<file path="src/common/ppcd_consts.svh">
// Constants for the printer port control decoder
`ifndef PPCD_CONSTS_SVH
`define PPCD_CONSTS_SVH
`define PPCD_CODE_LF 8'h0A
`define PPCD_CODE_VT 8'h0B
`define PPCD_CODE_FF 8'h0C
`define PPCD_CODE_CR 8'h0D
`define PPCD_CODE_SO 8'h0E
`define PPCD_CODE_SI 8'h0F
`define PPCD_CODE_DC1 8'h11
`define PPCD_CODE_DC2 8'h12
`define PPCD_CODE_DC3 8'h13
`define PPCD_CODE_DC4 8'h14
`define PPCD_CODE_HT 8'h09
`define PPCD_CODE_CAN 8'h18
`define PPCD_CODE_DEL 8'h7F
`define PPCD_CODE_SPACE 8'h20
`define PPCD_COLS_NORM 8'h50
`define PPCD_COLS_COND 8'h84
`define PPCD_FORM_LEN_DEF 8'h42
`define PPCD_ACK_PULSE_NS 5000
`define PPCD_CLK_MHZ 200
`define PPCD_ADR_CFG 8'h00
`define PPCD_ADR_HTAB 8'h04
`define PPCD_ADR_FORM 8'h08
`define PPCD_ADR_STAT 8'h0C
`define PPCD_CFG_RST 8'h0E
`define PPCD_CFG_SW1_4 0
`define PPCD_CFG_SW1_5 1
`define PPCD_CFG_SW1_8 2
`define PPCD_CFG_SW2_2 3
`define PPCD_CFG_SW2_3 4
`define PPCD_CFG_SW2_4 5
`define PPCD_CFG_VTAB 6
`define PPCD_ST_SEL 0
`define PPCD_ST_DBL 1
`define PPCD_ST_COND 2
`define PPCD_ST_LCOND 3
`define PPCD_ST_BUSY 4
`define PPCD_ST_ERR_N 5
`define PPCD_ST_COL_LSB 8
`endif

</file>
<file path="src/common/ppcd_pkg.sv">
// Types shared by the printer port control decoder
package ppcd_pkg;
   typedef enum logic [2:0] {
      ST_IDLE,
      ST_DECODE,
      ST_TAB,
      ST_PRINT,
      ST_ACK
   } ppcd_state_t;
   typedef enum logic [1:0] {
      FEED_NONE,
      FEED_LINE,
      FEED_VTAB,
      FEED_FORM
   } ppcd_feed_t;
endpackage

</file>
<file path="src/hdl/ppcd_top.sv">
// Printer parallel port receiver and control code interpreter
// Function
// Error output low on paper end, off-line or fault, high otherwise.
// Data accepted only while select-in low; switch 1-8 forces it low. Code also accepts with select-in high while selected.
// Host sends only after acknowledge or while busy is low.
// Standard coding table used while switch 2-4 is off (default).
// Carriage return prints line; feeds if auto-feed low or switch 2-2.
// Printable byte past full line prints buffer; feeds if auto-feed.
// Line feed prints buffer then feeds; blank buffer only feeds.
// Vertical tab prints and goes to next stop, else acts as LF.
// Form feed prints and goes to top of form; default form length.
// Shift-out gives double width until printed or DC4.
// Shift-in condenses whole line until DC2; capacity 132 columns.
// Shift-out while condensed gives condensed double; DC4 undoes it.
// Horizontal tab moves to next stop; ignored when no stop set.
// Cancel (if switch 1-4 allows) discards buffer and clears SO.
// Delete (if switch 1-5 allows) behaves as cancel.
// DC1 selects; when already selected it discards buffered data.
// DC3 deselects; nothing stored until next DC1.
// Users of DC1/DC3 set switch 1-8 off.
// DC1/DC3 honoured only while select-in is high.
// Low acknowledge about 5 us per byte; busy during entry, print, error.
// Host presents data then strobes low; data latched while low.
// Init low resets controller and clears the buffer.
// Control codes recognised at their seven-bit ASCII values.
// Init or power-up clears size modes and sets selected.
`include "ppcd_consts.svh"
module ppcd_top import ppcd_pkg::*; #(
   parameter int ACK_CYCLES = (`PPCD_ACK_PULSE_NS * `PPCD_CLK_MHZ) / 1000,
   parameter logic [7:0] FORM_LEN_DEFAULT = `PPCD_FORM_LEN_DEF
) (
   input wire logic CORE_CLK_IN,
   input wire logic SYS_RST_IN,
   input wire logic STROBE_N_IN,
   input wire logic [7:0] DATA_IN,
   input wire logic INIT_N_IN,
   input wire logic SELECT_INPUT_N_IN,
   input wire logic AUTO_LINE_ADVANCE_N_IN,
   input wire logic PAPER_OUT_IN,
   input wire logic ONLINE_IN,
   input wire logic MECH_FAULT_IN,
   input wire logic PRINT_DONE_IN,
   input wire logic [7:0] PRINT_RD_ADDR_IN,
   input wire logic WB_CYC_IN,
   input wire logic WB_STB_IN,
   input wire logic WB_WE_IN,
   input wire logic [7:0] WB_ADR_IN,
   input wire logic [3:0] WB_SEL_IN,
   input wire logic [31:0] WB_DAT_IN,
   output logic [31:0] WB_DAT_OUT,
   output logic WB_ACK_OUT,
   output logic BYTE_TAKEN_PULSE_N_OUT,
   output logic BUSY_OUT,
   output logic ERROR_N_OUT,
   output logic PAPER_OUT_OUT,
   output logic SELECTED_OUTPUT_OUT,
   output logic PRINT_REQ_OUT,
   output logic [7:0] PRINT_LEN_OUT,
   output logic [1:0] PRINT_FEED_OUT,
   output logic PRINT_CONDENSED_OUT,
   output logic [7:0] PRINT_FORM_LEN_OUT,
   output logic [8:0] PRINT_RD_DATA_OUT
);
   ppcd_state_t state_ff, nxt_state;
   logic soft_rst;
   logic strobe_prev_ff;
   logic [7:0] byte_ff;
   logic [7:0] col_ff;
   logic nonspace_ff;
   logic dbl_ff;
   logic cond_ff;
   logic line_cond_ff;
   logic selected_ff;
   logic pend_ff;
   logic ack_start_ff;
   logic [7:0] cfg_ff;
   logic [7:0] htab_ff;
   logic [7:0] form_ff;
   logic err_cond;
   logic sel_in_low;
   logic accept;
   logic [7:0] code;
   logic printable;
   logic [7:0] cap;
   logic auto_feed;
   logic cr_feed;
   logic go_print;
   logic go_tab;
   logic do_store;
   logic do_discard;
   logic do_dc1;
   logic do_dc3;
   ppcd_feed_t feed_kind;
   logic wr_en;
   logic [7:0] wr_addr;
   logic [8:0] wr_data;
   logic ack_busy;
   logic wb_req;
   logic [31:0] stat_word;

   // Init pin is treated as a synchronous soft reset
   assign soft_rst = SYS_RST_IN | ~INIT_N_IN;
   assign err_cond = PAPER_OUT_IN | ~ONLINE_IN | MECH_FAULT_IN;
   assign sel_in_low = cfg_ff[`PPCD_CFG_SW1_8] | ~SELECT_INPUT_N_IN;
   // Select-in high still allows entry while selected by DC1
   assign accept = sel_in_low | selected_ff;
   // Alternate table keeps bit 7; standard table is seven-bit
   assign code = cfg_ff[`PPCD_CFG_SW2_4] ? byte_ff
      : {1'b0, byte_ff[6:0]};
   assign printable = code >= `PPCD_CODE_SPACE && code != `PPCD_CODE_DEL;
   assign cap = line_cond_ff ? `PPCD_COLS_COND : `PPCD_COLS_NORM;
   assign auto_feed = ~AUTO_LINE_ADVANCE_N_IN | cfg_ff[`PPCD_CFG_SW2_3];
   assign cr_feed = ~AUTO_LINE_ADVANCE_N_IN | cfg_ff[`PPCD_CFG_SW2_2];

   // Decode of the latched byte, only meaningful in ST_DECODE
   always_comb begin
      go_print = 1'b0;
      go_tab = 1'b0;
      do_store = 1'b0;
      do_discard = 1'b0;
      do_dc1 = 1'b0;
      do_dc3 = 1'b0;
      feed_kind = FEED_NONE;
      if (state_ff == ST_DECODE) begin
         case (code)
            `PPCD_CODE_CR: begin
               go_print = accept;
               feed_kind = cr_feed ? FEED_LINE : FEED_NONE;
            end
            `PPCD_CODE_LF: begin
               go_print = accept;
               feed_kind = FEED_LINE;
            end
            `PPCD_CODE_VT: begin
               go_print = accept;
               feed_kind = cfg_ff[`PPCD_CFG_VTAB] ? FEED_VTAB
                  : FEED_LINE;
            end
            `PPCD_CODE_FF: begin
               go_print = accept;
               feed_kind = FEED_FORM;
            end
            `PPCD_CODE_HT: begin
               go_tab = accept && htab_ff != 8'h00 && col_ff < htab_ff
                  && htab_ff <= cap;
            end
            `PPCD_CODE_CAN: begin
               do_discard = accept & ~cfg_ff[`PPCD_CFG_SW1_4];
            end
            `PPCD_CODE_DEL: begin
               do_discard = accept & ~cfg_ff[`PPCD_CFG_SW1_5];
            end
            `PPCD_CODE_DC1: begin
               do_dc1 = ~sel_in_low;
            end
            `PPCD_CODE_DC3: begin
               do_dc3 = ~sel_in_low;
            end
            default: begin
               if (accept && printable) begin
                  if (col_ff >= cap) begin
                     go_print = 1'b1;
                     feed_kind = auto_feed ? FEED_LINE : FEED_NONE;
                  end else begin
                     do_store = 1'b1;
                  end
               end
            end
         endcase
      end
   end

   // Byte entry handshake and sequencing
   always_comb begin
      nxt_state = state_ff;
      case (state_ff)
         ST_IDLE: begin
            // Falling strobe seen while low: data is stable
            if (strobe_prev_ff && !STROBE_N_IN && !err_cond) begin
               nxt_state = ST_DECODE;
            end
         end
         ST_DECODE: begin
            if (go_print) begin
               nxt_state = ST_PRINT;
            end else if (go_tab) begin
               nxt_state = ST_TAB;
            end else begin
               nxt_state = ST_ACK;
            end
         end
         ST_TAB: begin
            if (col_ff + 8'h01 >= htab_ff) begin
               nxt_state = ST_ACK;
            end
         end
         ST_PRINT: begin
            if (PRINT_DONE_IN) begin
               nxt_state = ST_ACK;
            end
         end
         ST_ACK: begin
            if (!ack_start_ff && !ack_busy) begin
               nxt_state = ST_IDLE;
            end
         end
         default: begin
            nxt_state = ST_IDLE;
         end
      endcase
   end

   always_ff @(posedge CORE_CLK_IN) begin
      if (soft_rst) begin
         state_ff <= ST_IDLE;
      end else begin
         state_ff <= nxt_state;
      end
   end

   always_ff @(posedge CORE_CLK_IN) begin
      if (soft_rst) begin
         strobe_prev_ff <= 1'b1;
         byte_ff <= 8'h00;
      end else begin
         strobe_prev_ff <= STROBE_N_IN;
         if (state_ff == ST_IDLE && !STROBE_N_IN) begin
            byte_ff <= DATA_IN;
         end
      end
   end

   // One pulse per byte taken, also for bytes not stored
   always_ff @(posedge CORE_CLK_IN) begin
      if (soft_rst) begin
         ack_start_ff <= 1'b0;
      end else begin
         ack_start_ff <= nxt_state == ST_ACK && state_ff != ST_ACK;
      end
   end

   // Buffer write port: stored char, tab space, or deferred char
   always_comb begin
      wr_en = 1'b0;
      wr_addr = col_ff;
      wr_data = {dbl_ff, code};
      if (do_store) begin
         wr_en = 1'b1;
      end else if (state_ff == ST_TAB) begin
         wr_en = 1'b1;
         wr_data = {dbl_ff, `PPCD_CODE_SPACE};
      end else if (state_ff == ST_PRINT && PRINT_DONE_IN && pend_ff) begin
         wr_en = 1'b1;
         wr_addr = 8'h00;
         wr_data = {1'b0, code};
      end
   end

   // Column count and blank-line tracking
   always_ff @(posedge CORE_CLK_IN) begin
      if (soft_rst) begin
         col_ff <= 8'h00;
         nonspace_ff <= 1'b0;
         pend_ff <= 1'b0;
      end else if (do_discard || (do_dc1 && selected_ff)) begin
         col_ff <= 8'h00;
         nonspace_ff <= 1'b0;
      end else if (do_store) begin
         col_ff <= col_ff + 8'h01;
         nonspace_ff <= nonspace_ff | (code != `PPCD_CODE_SPACE);
      end else if (state_ff == ST_TAB) begin
         col_ff <= col_ff + 8'h01;
      end else if (go_print) begin
         pend_ff <= state_ff == ST_DECODE && printable
            && code != `PPCD_CODE_HT;
      end else if (state_ff == ST_PRINT && PRINT_DONE_IN) begin
         col_ff <= pend_ff ? 8'h01 : 8'h00;
         nonspace_ff <= pend_ff && code != `PPCD_CODE_SPACE;
         pend_ff <= 1'b0;
      end
   end

   // Print size modes
   always_ff @(posedge CORE_CLK_IN) begin
      if (soft_rst) begin
         dbl_ff <= 1'b0;
         cond_ff <= 1'b0;
         line_cond_ff <= 1'b0;
      end else if (state_ff == ST_DECODE && accept) begin
         if (code == `PPCD_CODE_SO) begin
            dbl_ff <= 1'b1;
         end
         if (code == `PPCD_CODE_DC4 || do_discard || go_print) begin
            dbl_ff <= 1'b0;
         end
         if (code == `PPCD_CODE_SI) begin
            cond_ff <= 1'b1;
            line_cond_ff <= 1'b1;
         end
         if (code == `PPCD_CODE_DC2) begin
            cond_ff <= 1'b0;
         end
      end else if (state_ff == ST_PRINT && PRINT_DONE_IN) begin
         line_cond_ff <= cond_ff;
      end
   end

   // Selection by DC1/DC3
   always_ff @(posedge CORE_CLK_IN) begin
      if (soft_rst) begin
         selected_ff <= 1'b1;
      end else if (do_dc1) begin
         selected_ff <= 1'b1;
      end else if (do_dc3) begin
         selected_ff <= 1'b0;
      end
   end

   // Print request to the mechanism, one-cycle pulse
   always_ff @(posedge CORE_CLK_IN) begin
      if (soft_rst) begin
         PRINT_REQ_OUT <= 1'b0;
         PRINT_LEN_OUT <= 8'h00;
         PRINT_FEED_OUT <= FEED_NONE;
         PRINT_CONDENSED_OUT <= 1'b0;
      end else begin
         PRINT_REQ_OUT <= go_print;
         if (go_print) begin
            // Blank line sends no columns, only paper motion
            PRINT_LEN_OUT <= nonspace_ff ? col_ff : 8'h00;
            PRINT_FEED_OUT <= feed_kind;
            PRINT_CONDENSED_OUT <= line_cond_ff |
               (code == `PPCD_CODE_SI);
         end
      end
   end

   // Status pins
   always_ff @(posedge CORE_CLK_IN) begin
      if (soft_rst) begin
         BUSY_OUT <= 1'b1;
         ERROR_N_OUT <= 1'b1;
         PAPER_OUT_OUT <= 1'b0;
         SELECTED_OUTPUT_OUT <= 1'b0;
         PRINT_FORM_LEN_OUT <= FORM_LEN_DEFAULT;
      end else begin
         BUSY_OUT <= err_cond || nxt_state != ST_IDLE;
         ERROR_N_OUT <= ~err_cond;
         PAPER_OUT_OUT <= PAPER_OUT_IN;
         SELECTED_OUTPUT_OUT <= ONLINE_IN & selected_ff;
         PRINT_FORM_LEN_OUT <= form_ff;
      end
   end

   ppcd_line_buffer #(
      .WIDTH(9),
      .DEPTH(132)
   ) u_buf (
      .clk_in(CORE_CLK_IN),
      .wr_en_in(wr_en),
      .wr_addr_in(wr_addr),
      .wr_data_in(wr_data),
      .rd_addr_in(PRINT_RD_ADDR_IN),
      .rd_data_out(PRINT_RD_DATA_OUT)
   );

   ppcd_ack_pulse #(
      .CYCLES(ACK_CYCLES)
   ) u_ack (
      .clk_in(CORE_CLK_IN),
      .rst_in(soft_rst),
      .start_in(ack_start_ff),
      .pulse_n_out(BYTE_TAKEN_PULSE_N_OUT),
      .busy_out(ack_busy)
   );

   // Wishbone slave, answers one cycle after the request
   assign wb_req = WB_CYC_IN & WB_STB_IN & ~WB_ACK_OUT;
   always_comb begin
      stat_word = 32'h0000_0000;
      stat_word[`PPCD_ST_SEL] = selected_ff;
      stat_word[`PPCD_ST_DBL] = dbl_ff;
      stat_word[`PPCD_ST_COND] = cond_ff;
      stat_word[`PPCD_ST_LCOND] = line_cond_ff;
      stat_word[`PPCD_ST_BUSY] = BUSY_OUT;
      stat_word[`PPCD_ST_ERR_N] = ERROR_N_OUT;
      stat_word[`PPCD_ST_COL_LSB +: 8] = col_ff;
   end

   // Bus registers survive the init pin; only system reset clears them
   always_ff @(posedge CORE_CLK_IN) begin
      if (SYS_RST_IN) begin
         cfg_ff <= `PPCD_CFG_RST;
         htab_ff <= 8'h00;
         form_ff <= FORM_LEN_DEFAULT;
      end else if (wb_req && WB_WE_IN && WB_SEL_IN[0]) begin
         case (WB_ADR_IN)
            `PPCD_ADR_CFG: cfg_ff <= WB_DAT_IN[7:0];
            `PPCD_ADR_HTAB: htab_ff <= WB_DAT_IN[7:0];
            `PPCD_ADR_FORM: form_ff <= WB_DAT_IN[7:0];
            default: begin
            end
         endcase
      end
   end

   always_ff @(posedge CORE_CLK_IN) begin
      if (SYS_RST_IN) begin
         WB_ACK_OUT <= 1'b0;
         WB_DAT_OUT <= 32'h0000_0000;
      end else begin
         WB_ACK_OUT <= wb_req;
         if (wb_req && !WB_WE_IN) begin
            case (WB_ADR_IN)
               `PPCD_ADR_CFG: WB_DAT_OUT <= {24'h000000, cfg_ff};
               `PPCD_ADR_HTAB: WB_DAT_OUT <= {24'h000000, htab_ff};
               `PPCD_ADR_FORM: WB_DAT_OUT <= {24'h000000, form_ff};
               `PPCD_ADR_STAT: WB_DAT_OUT <= stat_word;
               default: WB_DAT_OUT <= 32'h0000_0000;
            endcase
         end
      end
   end
endmodule // ppcd_top

</file>
<file path="src/hdl/ppcd_line_buffer.sv">
// Line buffer: one write port, registered read port
module ppcd_line_buffer #(
   parameter int WIDTH = 9,
   parameter int DEPTH = 132
) (
   input wire logic clk_in,
   input wire logic wr_en_in,
   input wire logic [7:0] wr_addr_in,
   input wire logic [WIDTH-1:0] wr_data_in,
   input wire logic [7:0] rd_addr_in,
   output logic [WIDTH-1:0] rd_data_out
);
   logic [WIDTH-1:0] mem [DEPTH];

   always_ff @(posedge clk_in) begin
      if (wr_en_in && wr_addr_in < 8'(DEPTH)) begin
         mem[wr_addr_in] <= wr_data_in;
      end
   end

   // Out of range reads give zero rather than an unknown word
   always_ff @(posedge clk_in) begin
      if (rd_addr_in < 8'(DEPTH)) begin
         rd_data_out <= mem[rd_addr_in];
      end else begin
         rd_data_out <= '0;
      end
   end
endmodule // ppcd_line_buffer

</file>
<file path="src/hdl/ppcd_ack_pulse.sv">
// Acknowledge pulse generator, active low
module ppcd_ack_pulse #(
   parameter int CYCLES = 1000
) (
   input wire logic clk_in,
   input wire logic rst_in,
   input wire logic start_in,
   output logic pulse_n_out,
   output logic busy_out
);
   logic [15:0] cnt_ff;

   always_ff @(posedge clk_in) begin
      if (rst_in) begin
         cnt_ff <= 16'h0000;
         pulse_n_out <= 1'b1;
      end else if (start_in) begin
         cnt_ff <= 16'(CYCLES);
         pulse_n_out <= 1'b0;
      end else if (cnt_ff != 16'h0000) begin
         cnt_ff <= cnt_ff - 16'h0001;
         pulse_n_out <= (cnt_ff == 16'h0001);
      end
   end

   assign busy_out = (cnt_ff != 16'h0000);
endmodule // ppcd_ack_pulse

</file>
<file path="config.mk">
export PLATFORM = sky130hd
export DESIGN_NAME = ppcd_top
export DESIGN_NICKNAME = d
export VERILOG_FILES = /design/src/common/ppcd_pkg.sv /design/src/hdl/ppcd_top.sv /design/src/hdl/ppcd_line_buffer.sv /design/src/hdl/ppcd_ack_pulse.sv
export VERILOG_INCLUDE_DIRS = /design/src /design/src/common
export SDC_FILE = /design/constraint.sdc
export NUM_CORES = 1
export LEC_CHECK = 0
export BUFFER_PORTS_ARGS = -buffer_cell sky130_fd_sc_hd__buf_2
export CAP_MARGIN = 5
export CORE_UTILIZATION = 35
export DETAILED_ROUTE_END_ITERATION = 12
export PLACE_DENSITY = 0.46
export SYNTH_ARGS = -nofsm -noshare
export SYNTH_HDL_FRONTEND = slang
export SYNTH_SLANG_ARGS = --single-unit
export TNS_END_PERCENT = 100
</file>
<file path="constraint.sdc">
create_clock -name CORE_CLK_IN -period 6.83 [get_ports CORE_CLK_IN]
set_input_delay 0.3415 -clock CORE_CLK_IN [delete_from_list [all_inputs] [get_ports CORE_CLK_IN]]
set_output_delay 0.3415 -clock CORE_CLK_IN [all_outputs]
set_load 0.02 [all_outputs]
</file>
-- After elaboration in Yosys (flattened, before gate mapping)
Memories as Yosys holds them, arrays and structs flattened. A register that Yosys moved wholly into a read port is not among the register bits.
Cells that the tools add are included.
- add/subtract/negate cells: 2
- $lt $le $gt $ge: 7
- equality and inequality tests: 30
- multiplexer cells: 66
- bitwise gates (word level): 26
- reduce and logical (&&, ||, !) cells: 58
- operators with widths (kind ; number):
    $mux W8 ; 10
    $eq A8 B4 Y1 const B ; 9
    $pmux W16 S4 ; 1
    $eq A8 B5 Y1 const B ; 5
    $mux W1 ; 38
    $mux W9 ; 3
    $logic_and A1 B1 Y1 ; 21
    $mux W10 ; 2
    $mux W3 ; 6
    $eq A16 B1 Y1 const B ; 1
    $ge A8 B8 Y1 ; 2
    $lt A8 B8 Y1 const B ; 2
    $reduce_bool A16 Y1 ; 1
    $sub A16 B1 Y16 const B ; 1
    $pmux W3 S5 ; 1
    $reduce_and A2 Y1 ; 7
    $not A1 Y1 ; 12
    $reduce_bool A2 Y1 ; 6
    $pmux W2 S5 ; 1
    $or A1 B1 Y1 ; 9
    $reduce_or A9 Y1 ; 1
    $add A8 B1 Y8 const B ; 1
    $eq A8 B3 Y1 const B ; 1
    $eq A8 B7 Y1 const B ; 1
    other kinds (27) ; 47
- flip-flop bits (word level): 125
- bits in writable memories: 1188
- output and inout bits: 67
- memories kept: 1
- memories (memory ; depth ; width ; rd ports ; clocked after Yosys merged registers in ; write ports ; RTL line ; text):
    u_buf.mem ; 132 ; 9 ; 1 ; 1 ; 1 ; ppcd_line_buffer.sv:13 ; logic [WIDTH-1:0] mem [DEPTH];

-- Longest topological paths before layout
Gate-level depths: netlist of the first run.
- depth in word-level cells: 13
- mapped depth: 13

-- By module
From an unflattened synthesis of the first run, not the netlist that was laid out.
- cells, all modules: 2845
- area total of the unflattened synthesis: 52167.5 um^2
- modules (own cells, without submodules) (module ; times used ; cells an instance ; area an instance (um^2)):
    ppcd_line_buffer ; 1 ; 2191 ; 46499.6
    ppcd_top ; 1 ; 541 ; 4733.3
    ppcd_ack_pulse ; 1 ; 113 ; 934.6

-- Least setup slack after synthesis of the first run
No wires, ideal clock.
- path type: reg-to-reg
- from: reg state_ff[1]
- to: mem u_buf.mem[0][0] (data pin)
- setup time: 0.852 ns
- arrival time: 4.115 ns
- required time: 5.978 ns
- setup slack: 1.863 ns
- cell stages (with the launch flop): 5
- period minus slack after synthesis: 4.967 ns
- cells stage by stage: dfxtp_1 nor2b_1 and2b_2 clkbuf_1 nor2b_1
- longest elaborated chain between the ends: 3
- elaborated cells on any way between the ends: 5
- ends and longest elaborated chain (element ; RTL line ; text):
    start, declared ; ppcd_top.sv:64 ; ppcd_state_t state_ff, nxt_state;
    start signal, assigned ; ppcd_top.sv:217 ; state_ff <= nxt_state;
    $eq A3 B2 Y1 or $eq A3 B1 Y1 (tied branches) ; ppcd_top.sv:249, ppcd_top.sv:124 ;
    $mux W9 or $mux W1 (tied branches) ; ppcd_top.sv:249, ppcd_top.sv:124 ;
    $mux W9 * ; ppcd_top.sv:247 ; if (do_store) begin
    via u_buf.wr_data_in[0] ; ppcd_line_buffer.sv:9 ; input wire logic [WIDTH-1:0] wr_data_in,
    end, declared ; ppcd_line_buffer.sv:13 ;
The timed path passes the listed nets; every way through them passes the cells marked *.

-- Final worst setup path of the first run
- from: reg col_ff[2]
- to: mem u_buf.mem[123][0], enable pin
- longest elaborated chain between the ends: 10
- elaborated cells on any way between the ends: 13
- ends and longest elaborated chain (element ; RTL line ; text):
    start, declared ; ppcd_top.sv:68 ; logic [7:0] col_ff;
    start signal, assigned ; ppcd_top.sv:269 ; col_ff <= col_ff + 8'h01;
    start signal, assigned ; ppcd_top.sv:272 ; col_ff <= col_ff + 8'h01;
    start signal, assigned ; ppcd_top.sv:277 ; col_ff <= pend_ff ? 8'h01 : 8'h00;
    $ge A8 B8 Y1 ; ppcd_top.sv:161 ; if (col_ff >= cap) begin
    $mux W1 ; ppcd_top.sv:161 ;
    $mux W1 ; ppcd_top.sv:160 ; if (accept && printable) begin
    $mux W1 ; ppcd_top.sv:125 ; case (code)
    $mux W1 ; ppcd_top.sv:124 ; if (state_ff == ST_DECODE) begin
    $mux W8 ; ppcd_top.sv:247 ;
    $lt A8 B8 Y1 ; ppcd_line_buffer.sv:16 ; if (wr_en_in && wr_addr_in < 8'(DEPTH)) begin
    $logic_and A1 B1 Y1 ; ppcd_line_buffer.sv:16 ;
    $mux W1 ; ppcd_line_buffer.sv:16 ;
    $mux W1 (implied by the code) ; ppcd_line_buffer.sv:17 ; mem[wr_addr_in] <= wr_data_in;
Parallel ways exist; a longest one is shown, timed or not.

==> impl_metrics.tcl, run 1 <==
set metrics [dict create \
    htree_num_levels 4 \
    dp_cells 4774 \
    ys_ff_latch 1306 \
    start_kind "flip-flop" \
    critPathCaptureType "flip-flop" \
    timing.final.crit_period_ps 4840 \
    portBuffers 96 \
    required_ps 7200 \
    initial_core_util 0.354 \
    yosys-top-cells-area "edfxtp_1 (69%), mux4_2 (11%), dfxtp_1 (4.6%), mux2i_1 (3.1%), nor2_1 (1.8%)" \
    nNetsFinal 3127 \
    die_w_um 387 \
    ys_types 77 \
    criticalPathCategory "flip-flop to flip-flop" \
    synth-compound-area-share 0.0413 \
    tightest_slew_ps 1460 \
    synth_top_family_by_area "multiplexers" \
    cts.clk_slew.worst_paths_ps 60 \
    die_area_um2 150000 \
    synthXorXnorAreaFrac 0.00287 \
    yosys_warnings 0 \
    via_per_inst 5.43 \
    drc 0 \
    syn_inst 2856 \
    cts_made_buffers 144 \
    synth_mux_area_frac 0.144 \
    cts_setup_buffers 0 \
    yosysSeqAreaShare 0.733 \
    status "complete, no violations" \
    synth_top_cell_by_area "edfxtp_1" \
    vias 27400 \
    gp_congestion 0.809 \
    grt_pass1_wl_um 208000 \
    row_count 140 \
    cts_root_buffer "clkbuf_16" \
    hold_class "primary input to flip-flop" \
    drive_gt1_frac 0.212 \
    yosysTopAreaCellShare 0.687 \
    grt_setup_unrepaired "no" \
    synth-edff-count 1188 \
    first_pass_iters 5 \
    num_io_pins 140 \
    final_max_slew_viol_count 0 \
    setup_violations 0 \
    async_flop_share 0 \
    antenna_found_initial 8 \
    grt_start_max_net_pins 97 \
    fin_crit_sh 0.708 \
    drt-total-wl_um 146000 \
    final_cell_count_no_fill 5050 \
    final_common_cell "edfxtp_1" \
    grt-ovfl-total 0 \
    p_total_uw 17100 \
    cts_sinks 1306 \
    peakVddDrop_v 0.000244 \
    core_um2 146000 \
    path_max_fanout 16 \
    relSlewSlack 0.0202 \
    max_cap_viol_count 0 \
    wl_per_cell_um 28.9 \
    syn_to_final_growth_pct 14.1 \
    clkLatencyLatePin_ps 780 \
    cts_tree "yes" \
    finClkSkew_ps 27.9 \
    yosys.area_share.adder 0.00675 \
    final_cell_mix "edfxtp_1 (1188), mux4_2 (248), nor2_1 (244)" \
    synth.cell_area_um2 51900 \
    fmax_mhz 207 \
    cp.arrival_ps 5200 \
    cts.path.max_buffers 3 \
    gr-usage-all-layers 0.194 \
    finalSetupTns_ps 0 \
    p_leak_uw 0.0198 \
    ys_dominant_reg_cell "edfxtp_1" \
    synthSimpleGateAreaFrac 0.0508 \
    ant_nets 0 \
    grt_pass1_vias 28300 \
    place_hpwl_um 91600 \
    power_density_nw_per_um2 289 \
    synth.avg_cell_area_um2 18.2 \
    final_hold_viol_count 0 \
    drt-initial-drc-count 2481 \
    die_h_um 387 \
]
## power breakdown
group          leakage [µW]  internal [µW]  switching (µW)
registers            0.0124           8700            42.2
logic               0.00519            385             642
clock network       0.00215           4230            3130
total                0.0198          13300            3820
## per-stage QoR
step                hold WS (ps)  utilization  setup WS [ps]  instance area [µm²]
floorplan                    429            -           1860                52000
global placement             445        0.373           2070                54600
detailed placement           450        0.373           2000                54600
CTS                         21.8        0.404           1980                59200
global route                69.5        0.404           1850                59200
finish                      92.5        0.404           1990                59200
## metal layers
metal,part of all wire,GRT usage
met5,0.000075,0
met4,0.019,0.0488
met3,0.060,0.0385
met2,0.48,0.313
met1,0.45,0.270
## logic make-up after synthesis
family                     count (synthesis)
AOI/OAI and AO/OA                        300
DFF                                     1306
other                                      1
buffers and inverters                    203
muxes                                    433
and+or+nand+nor                          568
xor gates and xnor gates                  17
adders and majority gates                 28
## cell usage after synthesis, types with 40 or more instances
master    count
mux2i_1     159
a22oi_1      40
mux4_2      248
dfxtp_1     118
clkbuf_1     69
buf_4        46
a21oi_1      49
nor2_1      247
nand3_1      56
buf_2        46
nand2_1     113
edfxtp_1   1188
## timing repair
item,in CTS,in global routing
resized for setup,0,0
endpoints found under the hold margin,38,0
hold buffers,23,0
## path summary, 6_finish.rpt
check / slack (ps) / depth (start not counted) / startpoint / end
setup / recovery: 1990 / 9 / col_ff[2] / u_buf.mem[123][0]
hold / removal: 90 / 3 / INIT_N_IN / ERROR_N_OUT
setup reg to reg: 1990 / 9 / col_ff[2] / u_buf.mem[123][0]
hold reg to reg: 450 / 2 / PRINT_LEN_OUT[3] / PRINT_LEN_OUT[3]
## cell type report
| type | count | area [µm²] |
|---|---|---|
| Clock buffer | 190 | 3890 |
| Fill cell | 13200 | 87200 |
| Timing Repair Buffer | 190 | 1370 |
| Inverter | 22 | 87.6 |
| Tap cell | 1917 | 2400 |
| Antenna cell | 3 | 7.51 |
| Multi-Input combinational cell | 1362 | 12900 |
| Clock inverter | 60 | 513 |
| Sequential cell | 1306 | 38000 |
## registers in the layout (all words and copies together), names as in the netlist, 2 cells and up
| signal | count |
|---|---|
| PRINT_FEED_OUT | 2 |
| col_ff | 8 |
| state_ff | 3 |
| PRINT_LEN_OUT | 8 |
| u_buf.rd_data_out | 9 |
| WB_DAT_OUT | 16 |
| htab_ff | 8 |
| PRINT_FORM_LEN_OUT | 8 |
| u_ack.cnt_ff | 16 |
| u_buf.mem | 1188 |
| form_ff | 8 |
| byte_ff | 8 |
| cfg_ff | 8 |
## critical path, cell delays in order (launching register included)
cell and delay [ps]:
dfxtp_1 590, inv_1 250, ha_1 340, nand2_1 60, a311oi_1 90, o31a_1 310, or4b_4 510, nand2b_1 450
nand3_1 760, nor2_1 1070
Note: power is estimated with default switching activity, not from simulation.
==> inputs of run 2 (changes only) <==
--- a/config.mk
+++ b/config.mk
@@ -6,11 +6,12 @@
 export SDC_FILE = /design/constraint.sdc
 export NUM_CORES = 1
 export LEC_CHECK = 0
+export ABC_AREA = 1
 export BUFFER_PORTS_ARGS = -buffer_cell sky130_fd_sc_hd__buf_2
 export CAP_MARGIN = 5
 export CORE_UTILIZATION = 35
 export DETAILED_ROUTE_END_ITERATION = 12
-export PLACE_DENSITY = 0.46
+export PLACE_DENSITY = 0.47
 export SYNTH_ARGS = -nofsm -noshare
 export SYNTH_HDL_FRONTEND = slang
 export SYNTH_SLANG_ARGS = --single-unit
==> constraint.sdc (replaced) <==
create_clock -name CORE_CLK_IN -period 4 [get_ports CORE_CLK_IN]
set_input_delay 0.2 -clock CORE_CLK_IN [delete_from_list [all_inputs] [get_ports CORE_CLK_IN]]
set_output_delay 0.2 -clock CORE_CLK_IN [all_outputs]
set_load 0.02 [all_outputs]
==> run 2 against run 1 <==
Setup slack got worse by 1300 ps. Synthesized cell count rose by 85%. Non-clock buffer count rose by 199. Critical path depth rose by 4. Sequential power rose by 70%. Hold slack improved by 7.6 ps. Maximum frequency rose by 48%. Register-to-register slack got worse by 1300 ps. Clock-buffer cell count fell by 10. Sequential share of layout area fell by 5.0 points. Critical endpoint is now u_buf.mem[122][3]. Largest cell class unchanged.
==> impl_metrics.tcl, run 2 <==
set metrics [dict create \
    status "complete, no violations" \
    final_cell_count_no_fill 7698 \
    die_h_um 398 \
    cts_setup_buffers 0 \
    grt_pass1_wl_um 245000 \
    ys_dominant_reg_cell "edfxtp_1" \
    row_count 145 \
    cts_sinks 1306 \
    yosys-top-cells-area "edfxtp_1 (65%), nand2_1 (9.5%), nor2_1 (5.0%), nand3_1 (4.6%), dfxtp_1 (4.3%)" \
    clkLatencyLatePin_ps 770 \
    fmax_mhz 306 \
    syn_inst 5270 \
    yosysSeqAreaShare 0.692 \
    hold_class "primary input to flip-flop" \
    path_max_fanout 11 \
    intPower_uw 22900 \
    drt-initial-drc-count 3497 \
    peakVddDrop_v 0.000424 \
    wl_per_cell_um 21.7 \
    setup_violations 0 \
    tightest_slew_ps 1040 \
    p_leak_uw 0.0247 \
    synthSimpleGateAreaFrac 0.198 \
    top_regs "u_buf.mem: 1188 flops, WB_DAT_OUT: 16 flops, u_ack.cnt_ff: 16 flops" \
    core_um2 156000 \
    post-route-util 0.411 \
    final_max_slew_viol_count 0 \
    ys_top_cells_by_count "nand2_1 (1393), edfxtp_1 (1188), nor2_1 (734)" \
    place_hpwl_um 100000 \
    power_density_nw_per_um2 469 \
    yosys_warnings 0 \
    timing.final.crit_period_ps 3270 \
    synth.avg_cell_area_um2 10.4 \
    async_flop_share 0 \
    grt_start_max_net_pins 143 \
    synth-edff-count 1188 \
    cts_tree "yes" \
    fin_crit_sh 0.817 \
    synth_mux_area_frac 0 \
    dp_cells 7393 \
    pwr-share-clk 0.433 \
    hold_ws_ps 100 \
    first_pass_iters 6 \
    synth_top_cell_by_area "edfxtp_1" \
    final_common_cell "nand2_1" \
    num_io_pins 140 \
    finClkSkew_ps 25.1 \
    critPathCaptureType "flip-flop" \
    criticalPathCategory "flip-flop to flip-flop" \
    cts_made_buffers 146 \
    synthXorXnorAreaFrac 0.00175 \
    largest_reg_flops 1188 \
    grt_pass1_vias 37100 \
    netSwitchingFraction 0.237 \
    start_kind "flip-flop" \
    cts_root_buffer "clkbuf_16" \
    yosys.area_share.adder 0.00638 \
    gr-usage-all-layers 0.210 \
    synth-compound-area-share 0.0527 \
    drive_gt1_frac 0.102 \
    grt_setup_unrepaired "no" \
    nNetsFinal 5629 \
    htree_num_levels 4 \
    max_cap_viol_count 0 \
    ys_types 40 \
    grt-ovfl-total 0 \
    cp.arrival_ps 3730 \
    portBuffers 96 \
    relSlewSlack 0.303 \
    finalSetupTns_ps 0 \
    largest_register "u_buf.mem" \
    yosysMostFrequentCell "nand2_1" \
    synth.cell_area_um2 54900 \
    initial_core_util 0.352 \
    drc 0 \
    seq_power_share 0.496 \
    p_switching_uw 7130 \
    antenna_found_initial 7 \
    vias 38200 \
    via_per_inst 4.96 \
    synth_top_family_by_area "simple AND/OR/NAND/NOR gates" \
    final_hold_viol_count 0 \
    ant_nets 0 \
    ys_ff_latch 1306 \
    final_cell_mix "nand2_1 (1391), edfxtp_1 (1188), nor2_1 (731)" \
    cts_resized 0 \
    syn_to_final_growth_pct 16.8 \
    yosysTopAreaCellShare 0.649 \
    required_ps 4460 \
    p_comb_frac 0.071 \
    cts.path.max_buffers 3 \
    die_w_um 398 \
    die_area_um2 159000 \
    drt-total-wl_um 167000 \
    cts.clk_slew.worst_paths_ps 60 \
    gp_congestion 0.830 \
]
## run 2: timing repair
item	CTS	global route
endpoints found under the hold margin	81	0
setup endpoints to repair	0	0
hold buffers	45	0
## run 2: critical path: stages (launching register included)
cell and delay (ps):
dfxtp_1 330, inv_2 70, nand3_1 100, nor2_2 190, nand2_1 320, nand2_1 210
nand2_1 80, inv_2 100, a31oi_1 130, a21oi_4 270, nand2_1 480, buf_4 340
nor2_1 120, buf_4 210
## run 2: cell families after synthesis
family / after synthesis
AOI/OAI and AO/OA: 544
xor gates and xnor gates: 11
adders and majority gates: 28
buffers and inverters: 685
DFF: 1306
other: 1
and+or+nand+nor: 2695
## run 2: metrics by stage
stage / setup WS (ps) / area [µm²] / total power (µW)
floorplan: 661 / 55000 / 16500
global placement: 712 / 59100 / 17300
detailed placement: 726 / 59100 / 17300
CTS: 696 / 64200 / 30400
global route: 503 / 64200 / 31100
finish: 732 / 64200 / 30100
## run 2: per-layer routing
layer / part of all wire / track usage
met5: 0 / 0
met4: 0.024 / 0.0582
met3: 0.050 / 0.0284
met2: 0.47 / 0.338
met1: 0.46 / 0.295
## run 2: path summary, 6_finish.rpt
check / slack, ps / cells after the start / start / end
hold / removal: 100 / 6 / PRINT_RD_ADDR_IN[5] / u_buf.rd_data_out[6]
setup / recovery: 730 / 13 / state_ff[2] / u_buf.mem[122][3]
hold reg to reg: 460 / 2 / form_ff[1] / PRINT_FORM_LEN_OUT[1]
setup reg to reg: 730 / 13 / state_ff[2] / u_buf.mem[122][3]
## run 2: power by group through the flow
stage | logic, µW | registers [µW] | clock network, µW
global placement | 2100 | 15200 | 0
floorplan | 1310 | 15200 | 0
detailed placement | 2110 | 15200 | 0
finish | 2140 | 14900 | 13000
CTS | 2150 | 14900 | 13300
global route | 2370 | 14900 | 13800
## run 2: final cells by class
| type | count | area [µm²] |
|---|---|---|
| fill | 15100 | 91900 |
| inverter | 391 | 1520 |
| timing repair buffer | 389 | 3120 |
| antenna | 2 | 5.00 |
| tap | 2058 | 2570 |
| sequential | 1306 | 38000 |
| clock buffer | 180 | 3920 |
| multi-input combinational | 3294 | 14300 |
| clock inverter | 78 | 667 |
